<file path="src/hdl/serial_framer_defines.svh">
// Constants of the seven-unit character framer: register map, fields,
// reset values, codes and timing.
// Assumes a 10 MHz mclk and a 32-bit AXI4-Lite register bus.
`ifndef SERIAL_FRAMER_DEFINES_SVH
`define SERIAL_FRAMER_DEFINES_SVH

// Register byte offsets
`define OFS_CTRL 8'h00
`define OFS_STATUS 8'h04
`define OFS_TXDATA 8'h08
`define OFS_RXDATA 8'h0c
`define OFS_IRQ_STATUS 8'h10
`define OFS_IRQ_MASK 8'h14

// Control fields
`define CTRL_SYNC 0
`define CTRL_TWO_STOP 1
`define CTRL_PAR_INV 2
`define CTRL_SUB_EN 3
`define CTRL_RATE_LSB 4
`define CTRL_RATE_MSB 6
`define CTRL_RESET 32'h0000_0000

// Status fields
`define STAT_TX_BUSY 0
`define STAT_TX_PEND 1
`define STAT_RX_FULL 2
`define STAT_RX_HUNT 3

// Received data fields
`define RXD_ERR 7

// Interrupt bits
`define IRQ_TX_DONE 0
`define IRQ_RX_CHAR 1
`define IRQ_RX_PAR 2
`define IRQ_RX_FRAME 3
`define IRQ_RX_OVR 4
`define IRQ_N 5
`define IRQ_RESET 5'h00

// Control codes of the alphabet
`define SUB_CODE 7'h1a
`define SYNC_CODE 7'h16

// Timing: clock rate, oversampling and selectable rates
`define MCLK_HZ 25'h098_9680
`define OS_LOG2 4
`define BAUD_600 25'h000_0258
`define BAUD_1200 25'h000_04b0
`define BAUD_2400 25'h000_0960
`define BAUD_4800 25'h000_12c0
`define BAUD_9600 25'h000_2580
`define BAUD_200 25'h000_00c8
`define BAUD_300 25'h000_012c

`endif

</file>
<file path="src/hdl/serial_framer_pkg.sv">
// Types and shared decoding of the seven-unit character framer.
// Assumes nothing beyond the defines header for constants.
package serial_framer_pkg;

   typedef enum logic [1:0] {TX_IDLE, TX_START, TX_DATA, TX_STOP}
      tx_state_type;

   typedef enum logic [2:0] {RX_IDLE, RX_START, RX_DATA, RX_STOP,
      RX_HUNT, RX_SYNC} rx_state_type;

   // Parity bit for seven data bits; odd selects odd sense
   function automatic logic parity_of(input logic [6:0] d,
                                      input logic odd);
      parity_of = (^d) ^ odd;
   endfunction : parity_of

endpackage : serial_framer_pkg

</file>
<file path="src/hdl/rate_divider.sv">
// Fractional divider giving sixteen-times and unit-interval enables.
// Assumes mclk at the rate in the defines header; one clock domain.
`timescale 1ns/10ps
`include "serial_framer_defines.svh"
module rate_divider
   import serial_framer_pkg::*;
(
   input wire logic mclk,
   input wire logic nrst,
   input wire logic [2:0] rate_sel,
   output logic os_tick,
   output logic ui_tick
);

   logic [24:0] acc;
   logic [24:0] inc;
   logic [24:0] sum;
   logic [3:0] os_cnt;

   // Rate code to baud
   function automatic logic [24:0] baud_of(input logic [2:0] sel);
      case (sel)
         3'h0: baud_of = `BAUD_600;
         3'h1: baud_of = `BAUD_1200;
         3'h2: baud_of = `BAUD_2400;
         3'h3: baud_of = `BAUD_4800;
         3'h4: baud_of = `BAUD_9600;
         3'h5: baud_of = `BAUD_200;
         default: baud_of = `BAUD_300;
      endcase
   endfunction : baud_of

   // Step is sixteen times the rate per clock
   assign inc = baud_of(rate_sel) << `OS_LOG2;
   assign sum = acc + inc;

   // Phase accumulator: exact average rate, one clock of jitter
   always_ff @(posedge mclk) begin
      if (!nrst) begin
         acc <= 25'h000_0000;
         os_tick <= 1'b0;
      end else if (sum >= `MCLK_HZ) begin
         acc <= sum - `MCLK_HZ;
         os_tick <= 1'b1;
      end else begin
         acc <= sum;
         os_tick <= 1'b0;
      end
   end

   // Unit interval is sixteen oversample ticks
   always_ff @(posedge mclk) begin
      if (!nrst) begin
         os_cnt <= 4'h0;
         ui_tick <= 1'b0;
      end else begin
         ui_tick <= os_tick && (os_cnt == 4'hf);
         if (os_tick) begin
            os_cnt <= os_cnt + 4'h1;
         end
      end
   end

endmodule : rate_divider

</file>
<file path="src/hdl/char_receiver.sv">
// Receive deframer: start-stop or character-synchronous, 16x sampling.
// Assumes line_rx is asynchronous to mclk; os_tick from rate_divider.
`timescale 1ns/10ps
`include "serial_framer_defines.svh"
module char_receiver
   import serial_framer_pkg::*;
(
   input wire logic mclk,
   input wire logic nrst,
   input wire logic line_rx,
   input wire logic os_tick,
   input wire logic sync_mode,
   input wire logic odd_sel,
   output logic rx_done,
   output logic [7:0] rx_char,
   output logic frame_err,
   output logic hunting
);

   rx_state_type state;
   logic s1, s2, s3;
   logic line_q, line_prev, mode_q;
   logic [3:0] ph;
   logic [2:0] bitn;
   logic [7:0] shift;
   logic [7:0] next_shift;
   logic mid;

   // Three-stage synchroniser; only stages two and three are compared
   always_ff @(posedge mclk) begin
      if (!nrst) begin
         s1 <= 1'b1;
         s2 <= 1'b1;
         s3 <= 1'b1;
         line_q <= 1'b1;
         line_prev <= 1'b1;
      end else begin
         s1 <= line_rx;
         s2 <= s1;
         s3 <= s2;
         if (s2 == s3) begin
            line_q <= s3;
         end
         line_prev <= line_q;
      end
   end

   assign next_shift = {line_q, shift[7:1]};
   // Start-stop samples at mid start plus whole bits; sync at mid bit
   assign mid = sync_mode ? (ph == 4'h7) : (ph == 4'hf);
   assign hunting = (state == RX_HUNT);

   // Framing state machine
   always_ff @(posedge mclk) begin
      if (!nrst) begin
         state <= RX_IDLE;
         ph <= 4'h0;
         bitn <= 3'h0;
         shift <= 8'hff;
         mode_q <= 1'b0;
         rx_done <= 1'b0;
         rx_char <= 8'h00;
         frame_err <= 1'b0;
      end else begin
         rx_done <= 1'b0;
         frame_err <= 1'b0;
         mode_q <= sync_mode;
         if (sync_mode && line_q != line_prev) begin
            ph <= 4'h0; // Sync mode follows line transitions
         end else if (os_tick) begin
            ph <= ph + 4'h1;
         end
         if (mode_q != sync_mode) begin
            state <= sync_mode ? RX_HUNT : RX_IDLE;
         end else begin
            case (state)
               RX_IDLE: begin
                  if (!line_q) begin
                     state <= RX_START;
                     ph <= 4'h0;
                  end
               end
               RX_START: begin
                  if (os_tick && ph == 4'h7) begin
                     ph <= 4'h0;
                     bitn <= 3'h0;
                     state <= line_q ? RX_IDLE : RX_DATA; // Glitch reject
                  end
               end
               RX_DATA: begin
                  if (os_tick && mid) begin
                     shift <= next_shift;
                     bitn <= bitn + 3'h1;
                     if (bitn == 3'h7) begin
                        state <= RX_STOP;
                     end
                  end
               end
               RX_STOP: begin
                  // Judged at mid stop: shortened or single stops pass
                  if (os_tick && mid && bitn == 3'h0) begin
                     rx_done <= line_q;
                     frame_err <= !line_q;
                     rx_char <= shift;
                     bitn <= 3'h1; // Broken frame is dropped, not retried
                     state <= line_q ? RX_IDLE : RX_STOP;
                  end else if (line_q && bitn != 3'h0) begin
                     state <= RX_IDLE; // Mark again after a framing error
                  end
               end
               RX_HUNT: begin
                  if (os_tick && mid) begin
                     shift <= next_shift;
                     if (next_shift == {parity_of(`SYNC_CODE, odd_sel),
                                        `SYNC_CODE}) begin
                        bitn <= 3'h0;
                        state <= RX_SYNC;
                     end
                  end
               end
               RX_SYNC: begin
                  if (os_tick && mid) begin
                     shift <= next_shift;
                     bitn <= bitn + 3'h1;
                     if (bitn == 3'h7) begin
                        rx_done <= 1'b1;
                        rx_char <= next_shift;
                     end
                  end
               end
               default: state <= RX_IDLE;
            endcase
         end
      end
   end

endmodule : char_receiver

</file>
<file path="src/hdl/serial_framer.sv">
// Seven-unit character framer with AXI4-Lite registers and interrupt.
// Assumes one 10 MHz clock, synchronous active-low reset, and a serial
// line pair whose receive side is asynchronous to mclk.
`timescale 1ns/10ps
`include "serial_framer_defines.svh"
module serial_framer
   import serial_framer_pkg::*;
(
   input wire logic mclk,
   input wire logic nrst,
   input wire logic [7:0] s_axi_awaddr,
   input wire logic s_axi_awvalid,
   output logic s_axi_awready,
   input wire logic [31:0] s_axi_wdata,
   input wire logic [3:0] s_axi_wstrb,
   input wire logic s_axi_wvalid,
   output logic s_axi_wready,
   output logic [1:0] s_axi_bresp,
   output logic s_axi_bvalid,
   input wire logic s_axi_bready,
   input wire logic [7:0] s_axi_araddr,
   input wire logic s_axi_arvalid,
   output logic s_axi_arready,
   output logic [31:0] s_axi_rdata,
   output logic [1:0] s_axi_rresp,
   output logic s_axi_rvalid,
   input wire logic s_axi_rready,
   output logic line_tx,
   input wire logic line_rx,
   output logic irq
);

   // Bus capture
   logic [7:0] aw_addr;
   logic aw_held;
   logic [31:0] w_data;
   logic [3:0] w_strb;
   logic w_held;
   logic wr_go;
   logic rd_go;

   // Control fields
   logic sync_mode;
   logic two_stop;
   logic par_inv;
   logic sub_en;
   logic [2:0] rate_sel;
   logic odd_sel;
   // A literal cannot be bit-selected, so the reset word is held here
   localparam logic [31:0] ctrl_init = `CTRL_RESET;

   // Transmit path
   tx_state_type tx_state;
   logic [6:0] tx_hold;
   logic tx_pend;
   logic [7:0] tx_shift;
   logic [2:0] tx_cnt;
   logic tx_stop_left;
   logic tx_done;
   logic tx_take;

   // Receive path
   logic rx_done;
   logic [7:0] rx_char;
   logic frame_err;
   logic hunting;
   logic rx_bad;
   logic [7:0] rx_data;
   logic rx_full;
   logic rx_read;

   // Interrupts
   logic [`IRQ_N-1:0] irq_status;
   logic [`IRQ_N-1:0] irq_mask;
   logic [`IRQ_N-1:0] irq_event;
   logic [`IRQ_N-1:0] irq_clear;

   logic os_tick;
   logic ui_tick;

   // Address decode, shared by both bus directions
   function automatic logic is_mapped(input logic [7:0] a);
      case (a)
         `OFS_CTRL, `OFS_STATUS, `OFS_TXDATA, `OFS_RXDATA,
         `OFS_IRQ_STATUS, `OFS_IRQ_MASK: is_mapped = 1'b1;
         default: is_mapped = 1'b0;
      endcase
   endfunction : is_mapped

   rate_divider u_rate (
      .mclk(mclk),
      .nrst(nrst),
      .rate_sel(rate_sel),
      .os_tick(os_tick),
      .ui_tick(ui_tick)
   );

   char_receiver u_rx (
      .mclk(mclk),
      .nrst(nrst),
      .line_rx(line_rx),
      .os_tick(os_tick),
      .sync_mode(sync_mode),
      .odd_sel(odd_sel),
      .rx_done(rx_done),
      .rx_char(rx_char),
      .frame_err(frame_err),
      .hunting(hunting)
   );

   // Parity sense: even start-stop, odd synchronous, optionally inverted
   assign odd_sel = sync_mode ^ par_inv;

   assign wr_go = aw_held && w_held && !s_axi_bvalid;
   assign rd_go = s_axi_arvalid && s_axi_arready;

   // Write address and data taken independently, in either order
   always_ff @(posedge mclk) begin
      if (!nrst) begin
         aw_held <= 1'b0;
         aw_addr <= 8'h00;
         s_axi_awready <= 1'b0;
      end else begin
         s_axi_awready <= !aw_held && !s_axi_awready;
         if (s_axi_awvalid && s_axi_awready) begin
            aw_held <= 1'b1;
            aw_addr <= s_axi_awaddr;
            s_axi_awready <= 1'b0;
         end else if (wr_go) begin
            aw_held <= 1'b0;
         end
      end
   end

   always_ff @(posedge mclk) begin
      if (!nrst) begin
         w_held <= 1'b0;
         w_data <= 32'h0000_0000;
         w_strb <= 4'h0;
         s_axi_wready <= 1'b0;
      end else begin
         s_axi_wready <= !w_held && !s_axi_wready;
         if (s_axi_wvalid && s_axi_wready) begin
            w_held <= 1'b1;
            w_data <= s_axi_wdata;
            w_strb <= s_axi_wstrb;
            s_axi_wready <= 1'b0;
         end else if (wr_go) begin
            w_held <= 1'b0;
         end
      end
   end

   // Write response; unmapped addresses answer with a decode error
   always_ff @(posedge mclk) begin
      if (!nrst) begin
         s_axi_bvalid <= 1'b0;
         s_axi_bresp <= 2'h0;
      end else if (wr_go) begin
         s_axi_bvalid <= 1'b1;
         s_axi_bresp <= is_mapped(aw_addr) ? 2'h0 : 2'h3;
      end else if (s_axi_bready) begin
         s_axi_bvalid <= 1'b0;
      end
   end

   // Control register; only byte lane zero carries fields
   always_ff @(posedge mclk) begin
      if (!nrst) begin
         sync_mode <= ctrl_init[`CTRL_SYNC];
         two_stop <= ctrl_init[`CTRL_TWO_STOP];
         par_inv <= ctrl_init[`CTRL_PAR_INV];
         sub_en <= ctrl_init[`CTRL_SUB_EN];
         rate_sel <= ctrl_init[`CTRL_RATE_MSB:`CTRL_RATE_LSB];
      end else if (wr_go && aw_addr == `OFS_CTRL && w_strb[0]) begin
         sync_mode <= w_data[`CTRL_SYNC];
         two_stop <= w_data[`CTRL_TWO_STOP];
         par_inv <= w_data[`CTRL_PAR_INV];
         sub_en <= w_data[`CTRL_SUB_EN];
         rate_sel <= w_data[`CTRL_RATE_MSB:`CTRL_RATE_LSB];
      end
   end

   // Transmit holding word; a write while one waits is dropped
   always_ff @(posedge mclk) begin
      if (!nrst) begin
         tx_hold <= 7'h00;
         tx_pend <= 1'b0;
      end else if (wr_go && aw_addr == `OFS_TXDATA && w_strb[0] &&
                   !tx_pend) begin
         tx_hold <= w_data[6:0];
         tx_pend <= 1'b1;
      end else if (tx_take) begin
         tx_pend <= 1'b0;
      end
   end

   // Character boundary where the next one may begin
   assign tx_take = ui_tick && tx_pend &&
      (tx_state == TX_IDLE ||
       (tx_state == TX_STOP && !tx_stop_left) ||
       (tx_state == TX_DATA && tx_cnt == 3'h7 && sync_mode));

   // Transmit sequencer, one step per unit interval
   always_ff @(posedge mclk) begin
      if (!nrst) begin
         tx_state <= TX_IDLE;
         tx_shift <= 8'hff;
         tx_cnt <= 3'h0;
         tx_stop_left <= 1'b0;
         tx_done <= 1'b0;
         line_tx <= 1'b1;
      end else begin
         tx_done <= 1'b0;
         if (tx_take) begin
            tx_shift <= {parity_of(tx_hold, odd_sel), tx_hold};
            if (sync_mode) begin
               // No start element; first data bit goes at once
               tx_state <= TX_DATA;
               tx_cnt <= 3'h0;
               line_tx <= tx_hold[0];
               tx_shift <= {1'b1, parity_of(tx_hold, odd_sel),
                            tx_hold[6:1]};
            end else begin
               tx_state <= TX_START;
               line_tx <= 1'b0;
            end
            if (tx_state != TX_IDLE) begin
               tx_done <= 1'b1;
            end
         end else if (ui_tick) begin
            case (tx_state)
               TX_IDLE: line_tx <= 1'b1;
               TX_START: begin
                  tx_state <= TX_DATA;
                  tx_cnt <= 3'h0;
                  line_tx <= tx_shift[0];
                  tx_shift <= {1'b1, tx_shift[7:1]};
               end
               TX_DATA: begin
                  if (tx_cnt == 3'h7) begin
                     line_tx <= 1'b1;
                     if (sync_mode) begin
                        tx_state <= TX_IDLE;
                        tx_done <= 1'b1;
                     end else begin
                        tx_state <= TX_STOP;
                        tx_stop_left <= two_stop;
                     end
                  end else begin
                     tx_cnt <= tx_cnt + 3'h1;
                     line_tx <= tx_shift[0];
                     tx_shift <= {1'b1, tx_shift[7:1]};
                  end
               end
               TX_STOP: begin
                  if (tx_stop_left) begin
                     tx_stop_left <= 1'b0;
                  end else begin
                     tx_state <= TX_IDLE;
                     tx_done <= 1'b1;
                  end
               end
               default: tx_state <= TX_IDLE;
            endcase
         end
      end
   end

   // Wrong parity or a received SUB are one and the same error
   assign rx_bad = (rx_char[7] != parity_of(rx_char[6:0], odd_sel)) ||
                   (rx_char[6:0] == `SUB_CODE);
   assign rx_read = rd_go && s_axi_araddr == `OFS_RXDATA;

   // Receive holding word, emptied by reading it
   always_ff @(posedge mclk) begin
      if (!nrst) begin
         rx_data <= 8'h00;
         rx_full <= 1'b0;
      end else if (rx_done) begin
         // Substitution keeps the error flag, so it is never silent
         rx_data <= {rx_bad, (rx_bad && sub_en) ? `SUB_CODE
                                                : rx_char[6:0]};
         rx_full <= 1'b1;
      end else if (rx_read) begin
         rx_full <= 1'b0;
      end
   end

   assign irq_event[`IRQ_TX_DONE] = tx_done;
   assign irq_event[`IRQ_RX_CHAR] = rx_done;
   assign irq_event[`IRQ_RX_PAR] = rx_done && rx_bad;
   assign irq_event[`IRQ_RX_FRAME] = frame_err;
   assign irq_event[`IRQ_RX_OVR] = rx_done && rx_full && !rx_read;
   assign irq_clear = (wr_go && aw_addr == `OFS_IRQ_STATUS && w_strb[0])
                      ? w_data[`IRQ_N-1:0] : `IRQ_RESET;

   // Sticky event bits; a new event beats a clear in the same cycle
   genvar gi;
   generate
      for (gi = 0; gi < `IRQ_N; gi = gi + 1) begin : g_irq
         always_ff @(posedge mclk) begin
            if (!nrst) begin
               irq_status[gi] <= 1'b0;
            end else if (irq_event[gi]) begin
               irq_status[gi] <= 1'b1;
            end else if (irq_clear[gi]) begin
               irq_status[gi] <= 1'b0;
            end
         end
      end
   endgenerate

   // Interrupt mask register
   always_ff @(posedge mclk) begin
      if (!nrst) begin
         irq_mask <= `IRQ_RESET;
      end else if (wr_go && aw_addr == `OFS_IRQ_MASK && w_strb[0]) begin
         irq_mask <= w_data[`IRQ_N-1:0];
      end
   end

   // Registered interrupt level
   always_ff @(posedge mclk) begin
      if (!nrst) begin
         irq <= 1'b0;
      end else begin
         irq <= |(irq_status & irq_mask);
      end
   end

   // Read channel: one read at a time, data one cycle after address
   always_ff @(posedge mclk) begin
      if (!nrst) begin
         s_axi_arready <= 1'b0;
         s_axi_rvalid <= 1'b0;
         s_axi_rdata <= 32'h0000_0000;
         s_axi_rresp <= 2'h0;
      end else begin
         s_axi_arready <= !s_axi_rvalid && !s_axi_arready;
         if (rd_go) begin
            s_axi_arready <= 1'b0;
            s_axi_rvalid <= 1'b1;
            s_axi_rresp <= is_mapped(s_axi_araddr) ? 2'h0 : 2'h3;
            s_axi_rdata <= 32'h0000_0000;
            case (s_axi_araddr)
               `OFS_CTRL: begin
                  s_axi_rdata[`CTRL_SYNC] <= sync_mode;
                  s_axi_rdata[`CTRL_TWO_STOP] <= two_stop;
                  s_axi_rdata[`CTRL_PAR_INV] <= par_inv;
                  s_axi_rdata[`CTRL_SUB_EN] <= sub_en;
                  s_axi_rdata[`CTRL_RATE_MSB:`CTRL_RATE_LSB] <= rate_sel;
               end
               `OFS_STATUS: begin
                  s_axi_rdata[`STAT_TX_BUSY] <= (tx_state != TX_IDLE);
                  s_axi_rdata[`STAT_TX_PEND] <= tx_pend;
                  s_axi_rdata[`STAT_RX_FULL] <= rx_full;
                  s_axi_rdata[`STAT_RX_HUNT] <= hunting;
               end
               `OFS_TXDATA: s_axi_rdata[6:0] <= tx_hold;
               `OFS_RXDATA: s_axi_rdata[7:0] <= rx_data;
               `OFS_IRQ_STATUS: s_axi_rdata[`IRQ_N-1:0] <= irq_status;
               `OFS_IRQ_MASK: s_axi_rdata[`IRQ_N-1:0] <= irq_mask;
               default: s_axi_rdata <= 32'h0000_0000;
            endcase
         end else if (s_axi_rready) begin
            s_axi_rvalid <= 1'b0;
         end
      end
   end

endmodule : serial_framer

</file>
<file path="config.mk">
export PLATFORM = sky130hd
export DESIGN_NAME = serial_framer
export DESIGN_NICKNAME = d
export VERILOG_FILES = /design/src/hdl/serial_framer_pkg.sv /design/src/hdl/rate_divider.sv /design/src/hdl/char_receiver.sv /design/src/hdl/serial_framer.sv
export VERILOG_INCLUDE_DIRS = /design/src /design/src/hdl
export SDC_FILE = /design/constraint.sdc
export NUM_CORES = 1
export LEC_CHECK = 0
export BUFFER_PORTS_ARGS = -buffer_cell sky130_fd_sc_hd__buf_2
export CAP_MARGIN = 20
export CORE_ASPECT_RATIO = 1.5
export CORE_UTILIZATION = 40
export CTS_CLUSTER_SIZE = 24
export DETAILED_ROUTE_END_ITERATION = 10
export PLACE_DENSITY = 0.61
export SLEW_MARGIN = 10
export SYNTH_ARGS = -nofsm -noshare
export SYNTH_HDL_FRONTEND = slang
export SYNTH_SLANG_ARGS = --single-unit
</file>
<file path="constraint.sdc">
create_clock -name mclk -period 8.7 [get_ports mclk]
set_input_delay 1.74 -clock mclk [delete_from_list [all_inputs] [get_ports mclk]]
set_output_delay 1.74 -clock mclk [all_outputs]
set_load 0.05 [all_outputs]
</file>
==> impl_summary.txt <==
----------------------------------------------------
[Timing]
  Finish-stage setup viols ... 0
  Worst Skew ... approximately 0.010 ns
  Final hold violation count ... 0
  Tightest Pin Transition ... 1.006 ns
  Worst hold-check slack ... between 0.4 and 0.5 ns
  Max Slew Vio Count ... 0
  Highest Clock Rate ... ~210 MHz
  Tmin final ... between 4 and 5 ns
  Part of the cycle the worst path needs ... around 56%
  Headroom to the max-slew limit ... between 30% and 40%
  Unrepaired setup endpoints after global routing ... no
  Post-Route Setup TNS ... 0 ns

[Setup path]
  Setup slack of the worst register-to-register path ... 3.86 ns
  Endpoint kind of the worst setup timing path ... register
  Setup CP Type ... register to register
  Crit path max-delay cell type ... sky130_fd_sc_hd__a21boi_2
  Reg2reg path depth ... 14
  Critical R2R Launch ... rate_sel[0]$_SDFFE_PN0P_
  Slowest cell delay on critical path ... ~0.79 ns
  Cells along the critical path ... nor2_1 > xor2_1 > inv_1 > fa_1 > nor2b_1 > o221a_4 > a211oi_1 > nor3_1 > nand2_1 > xor2_1 > a21boi_2 > nand2_1 > and2_1 > and2_1
  Startpoint type of the worst setup path ... register
  Maximum fanout count along the critical path ... 15
  Worst Path Buf+Inv ... 1
  Critical register-to-register path endpoint ... u_rate.acc[24]$_SDFF_PN0_
  Required @ worst endpoint ... 9.02 ns
  Worst path top cell family by delay ... simple AND/OR/NAND/NOR gates
  Worst EP arrival ... 5.16 ns

[Flow run]
  Number of max-capacitance violations reported ... 0

[Hold path]
  Launch instance of the worst min-delay path ... u_rx.s1$_SDFF_PN1_
  Hold Crit Endpoint ... u_rx.s2$_SDFF_PN1_
  Cell depth of the worst hold path ... 1
  Worst Hold Class ... register to register

[Clock network]
  Max H-tree Level ... 4
  Post-CTS repair timing setup buffer count ... 0
  Clock latency on the worst-skew pair ... 0.42 ns
  Post-cts sizing count ... 0
  TritonCTS clock tree ... done
  Clock Root Buffer ... sky130_fd_sc_hd__clkbuf_16
  Hold_buf cts ... 0
  Maximum root-to-sink buffer count ... 2
  Total clock buffers created by CTS ... 17
  Clock transition at the register clock pins on the worst setup and hold paths after CTS ... about 0.060 ns
  Clock sink count ... between 100 and 150

[Yosys]
  Async set-reset flop share out of synthesis ... 0%
  FF+latch count, synth ... 143
  Leading register cell type out of synthesis ... sky130_fd_sc_hd__dfxtp_1
  Netlist area before placement ... about 0.008 sq mm
  Number of standard cells after synthesis ... slightly above 900
  Total number of yosys warnings ... 0
  Proportion of synthesized chip area in sequential cells ... 36.19%
  Post-synthesis area per instance ... between 8 and 9 sq um
  Number of distinct library cell variants in the gate-level netlist after synthesis ... 69
  Number of synthesized flops with an enable pin ... 0

[Global route]
  Antenna violations before repair ... 0
  Largest net degree at the start of global routing ... between 100 and 150
  First-pass GRT wire length ... 29970 um
  Gr ovfl total ... 0
  Total global routing track utilization ... 18.79%
  Vias in the first global route ... about 6100

[Finish]
  Number of antenna cells inserted ... 0
  Commonest cells after routing, fill and taps aside ... sky130_fd_sc_hd__dfxtp_1 (143), sky130_fd_sc_hd__nand2_1 (104), sky130_fd_sc_hd__nand3_1 (58)
  Share of post-route cells with drive strength above 1 ... between 10 and 15%
  Most frequent standard cell in the layout excluding fill and tap cells ... sky130_fd_sc_hd__dfxtp_1
  Utilization of the core after routing ... ~46%
  Count of nets after finishing ... roughly 1000
  Final Non-Filler Cells ... between 1000 and 1500
  Area Overhead vs Synth ... 11.40%
  Layout Cell Area excl Fill ... just under 0.009 sq mm

[Floorplanning]
  Total number of placement rows ... 62
  Top-Level Pins ... between 100 and 150
  Height of the die ... approximately 170 um
  Total Die Area ... 0.02036 sq mm
  Initial cell density of the core ... approximately two fifths
  Width of the die ... between 100 and 150 um
  Core area ... ~0.019 sq mm

[Detailed routing]
  Total vias in the final route ... between 6000 and 7000
  Total iterations of the first detailed-routing run ... 7
  DRT Wirelength ... between 15000 and 20000 um
  Antenna Nets Post-Route ... 0
  DR vias/cell ... 5.259
  Remaining DRCs ... 0
  Average wire per cell in the routed design ... 14.56 um
  Iteration-0 DRC Markers ... 380

[Placed design]
  Number of buffers inserted by port buffering ... 50
  HPWL reported at the end of detailed placement ... about 13000 um
  Placer's final routability congestion estimate ... roughly 0.77
  Placed cell count ... about 1200
  Post-place instance area ... a little over 0.008 sq mm

[Outcome]
  Status ... finished, final reports clean

[Power]
  Pwr/cell area ... 185.2 mW/mm^2
  Worst ir drop on vdd ... roughly 140 uV
  Leakage power ... roughly 3.7 nW

----------------------------------------------------
[where the power goes]
group          total [mW]  switching [mW]  internal [mW]
Sequential          0.684          0.0118          0.672
Combinational       0.204           0.134         0.0700
Clock               0.745           0.291          0.453
Total                1.63           0.437           1.20
[cells by family after synthesis]
group	share of synthesized area, %
simple gates	22.82
mux	6.310
fa+ha+maj	4.523
compound gates	18.25
buf+inv	5.883
xor+xnor	5.978
other cells	0.04740
flops	36.19
[sequential cells by signal (all words and copies together), names as in the netlist, 5 cells and up]
| name | count |
|---|---|
| aw_addr | 8 |
| tx_shift | 8 |
| irq_status | 5 |
| rx_data | 8 |
| u_rate.acc | 19 |
| s_axi_rdata | 8 |
| tx_hold | 7 |
| w_data | 7 |
| irq_mask | 5 |
| u_rx.shift | 8 |
| u_rx.rx_char | 8 |
[synth_stat cells (all sizes together) (3+ instances only)]
cell type	instances	area share [%]
a21boi	34	3.2
a31oi	5	0.40
nand2b	13	1.0
ha	27	4.3
clkbuf	41	1.9
nor3	11	0.70
inv	23	1.1
o211a	12	1.5
mux2	5	0.71
a22oi	7	0.66
o21ai	29	1.8
a32oi	5	0.55
nor2b	41	3.2
buf	30	2.8
a21oi	54	3.8
a211oi	7	0.66
xnor2	36	4.0
o22ai	4	0.32
nand3	58	3.7
o211ai	9	0.85
nand2	104	4.9
dfxtp	143	36
or4	7	0.66
o221a	5	0.82
a21o	5	0.47
nand4	9	0.71
and4	3	0.33
and2	29	2.3
nor4	3	0.32
or3	7	0.55
a2bb2oi	3	0.33
nor3b	5	0.47
o21a	6	0.57
xor2	18	2.0
nor2	54	2.6
mux2i	42	5.3
[cell type report]
type | count | area, sq um
timing repair buffer | 53 | 275.3
tap | 256 | 320.3
clock buffer | 20 | 436.7
clock inverter | 12 | 158.9
multi-input combinational | 715 | 4673
inverter | 23 | 86.33
sequential | 143 | 2863
fill | 1934 | 10430
[through the flow]
stage          setup WS (ns)  total power [mW]
5_1_grt                3.447             1.708
6_report               3.863             1.632
2_1_floorplan          5.022            0.8688
4_1_cts                3.800             1.651
3_3_place_gp           3.892            0.8996
3_5_place_dp           3.826            0.9023
[how the worst max path moves through the flow]
stage | depth (start not counted) | slack (ns) | end | start
after floorplan | 15 | 5.02 | u_rate.acc[20]$_SDFF_PN0_ | rate_sel[2]$_SDFFE_PN0P_
after global placement | 14 | 3.89 | u_rate.acc[24]$_SDFF_PN0_ | rate_sel[0]$_SDFFE_PN0P_
after detailed placement | 14 | 3.83 | u_rate.acc[24]$_SDFF_PN0_ | rate_sel[0]$_SDFFE_PN0P_
after CTS | 14 | 3.80 | u_rate.acc[24]$_SDFF_PN0_ | rate_sel[0]$_SDFFE_PN0P_
after global routing | 14 | 3.45 | u_rate.acc[24]$_SDFF_PN0_ | rate_sel[1]$_SDFFE_PN0P_
final | 14 | 3.86 | u_rate.acc[24]$_SDFF_PN0_ | rate_sel[0]$_SDFFE_PN0P_
[layer usage]
layer	track usage (%)	share of wire, %	vias up
met5	0	0	-
met4	6.857	1.9	0
met3	3.487	2.3	24
met2	33.46	52	100
met1	21.91	44	3019
li1	-	-	3284
Power figures use the tool's default switching activity.
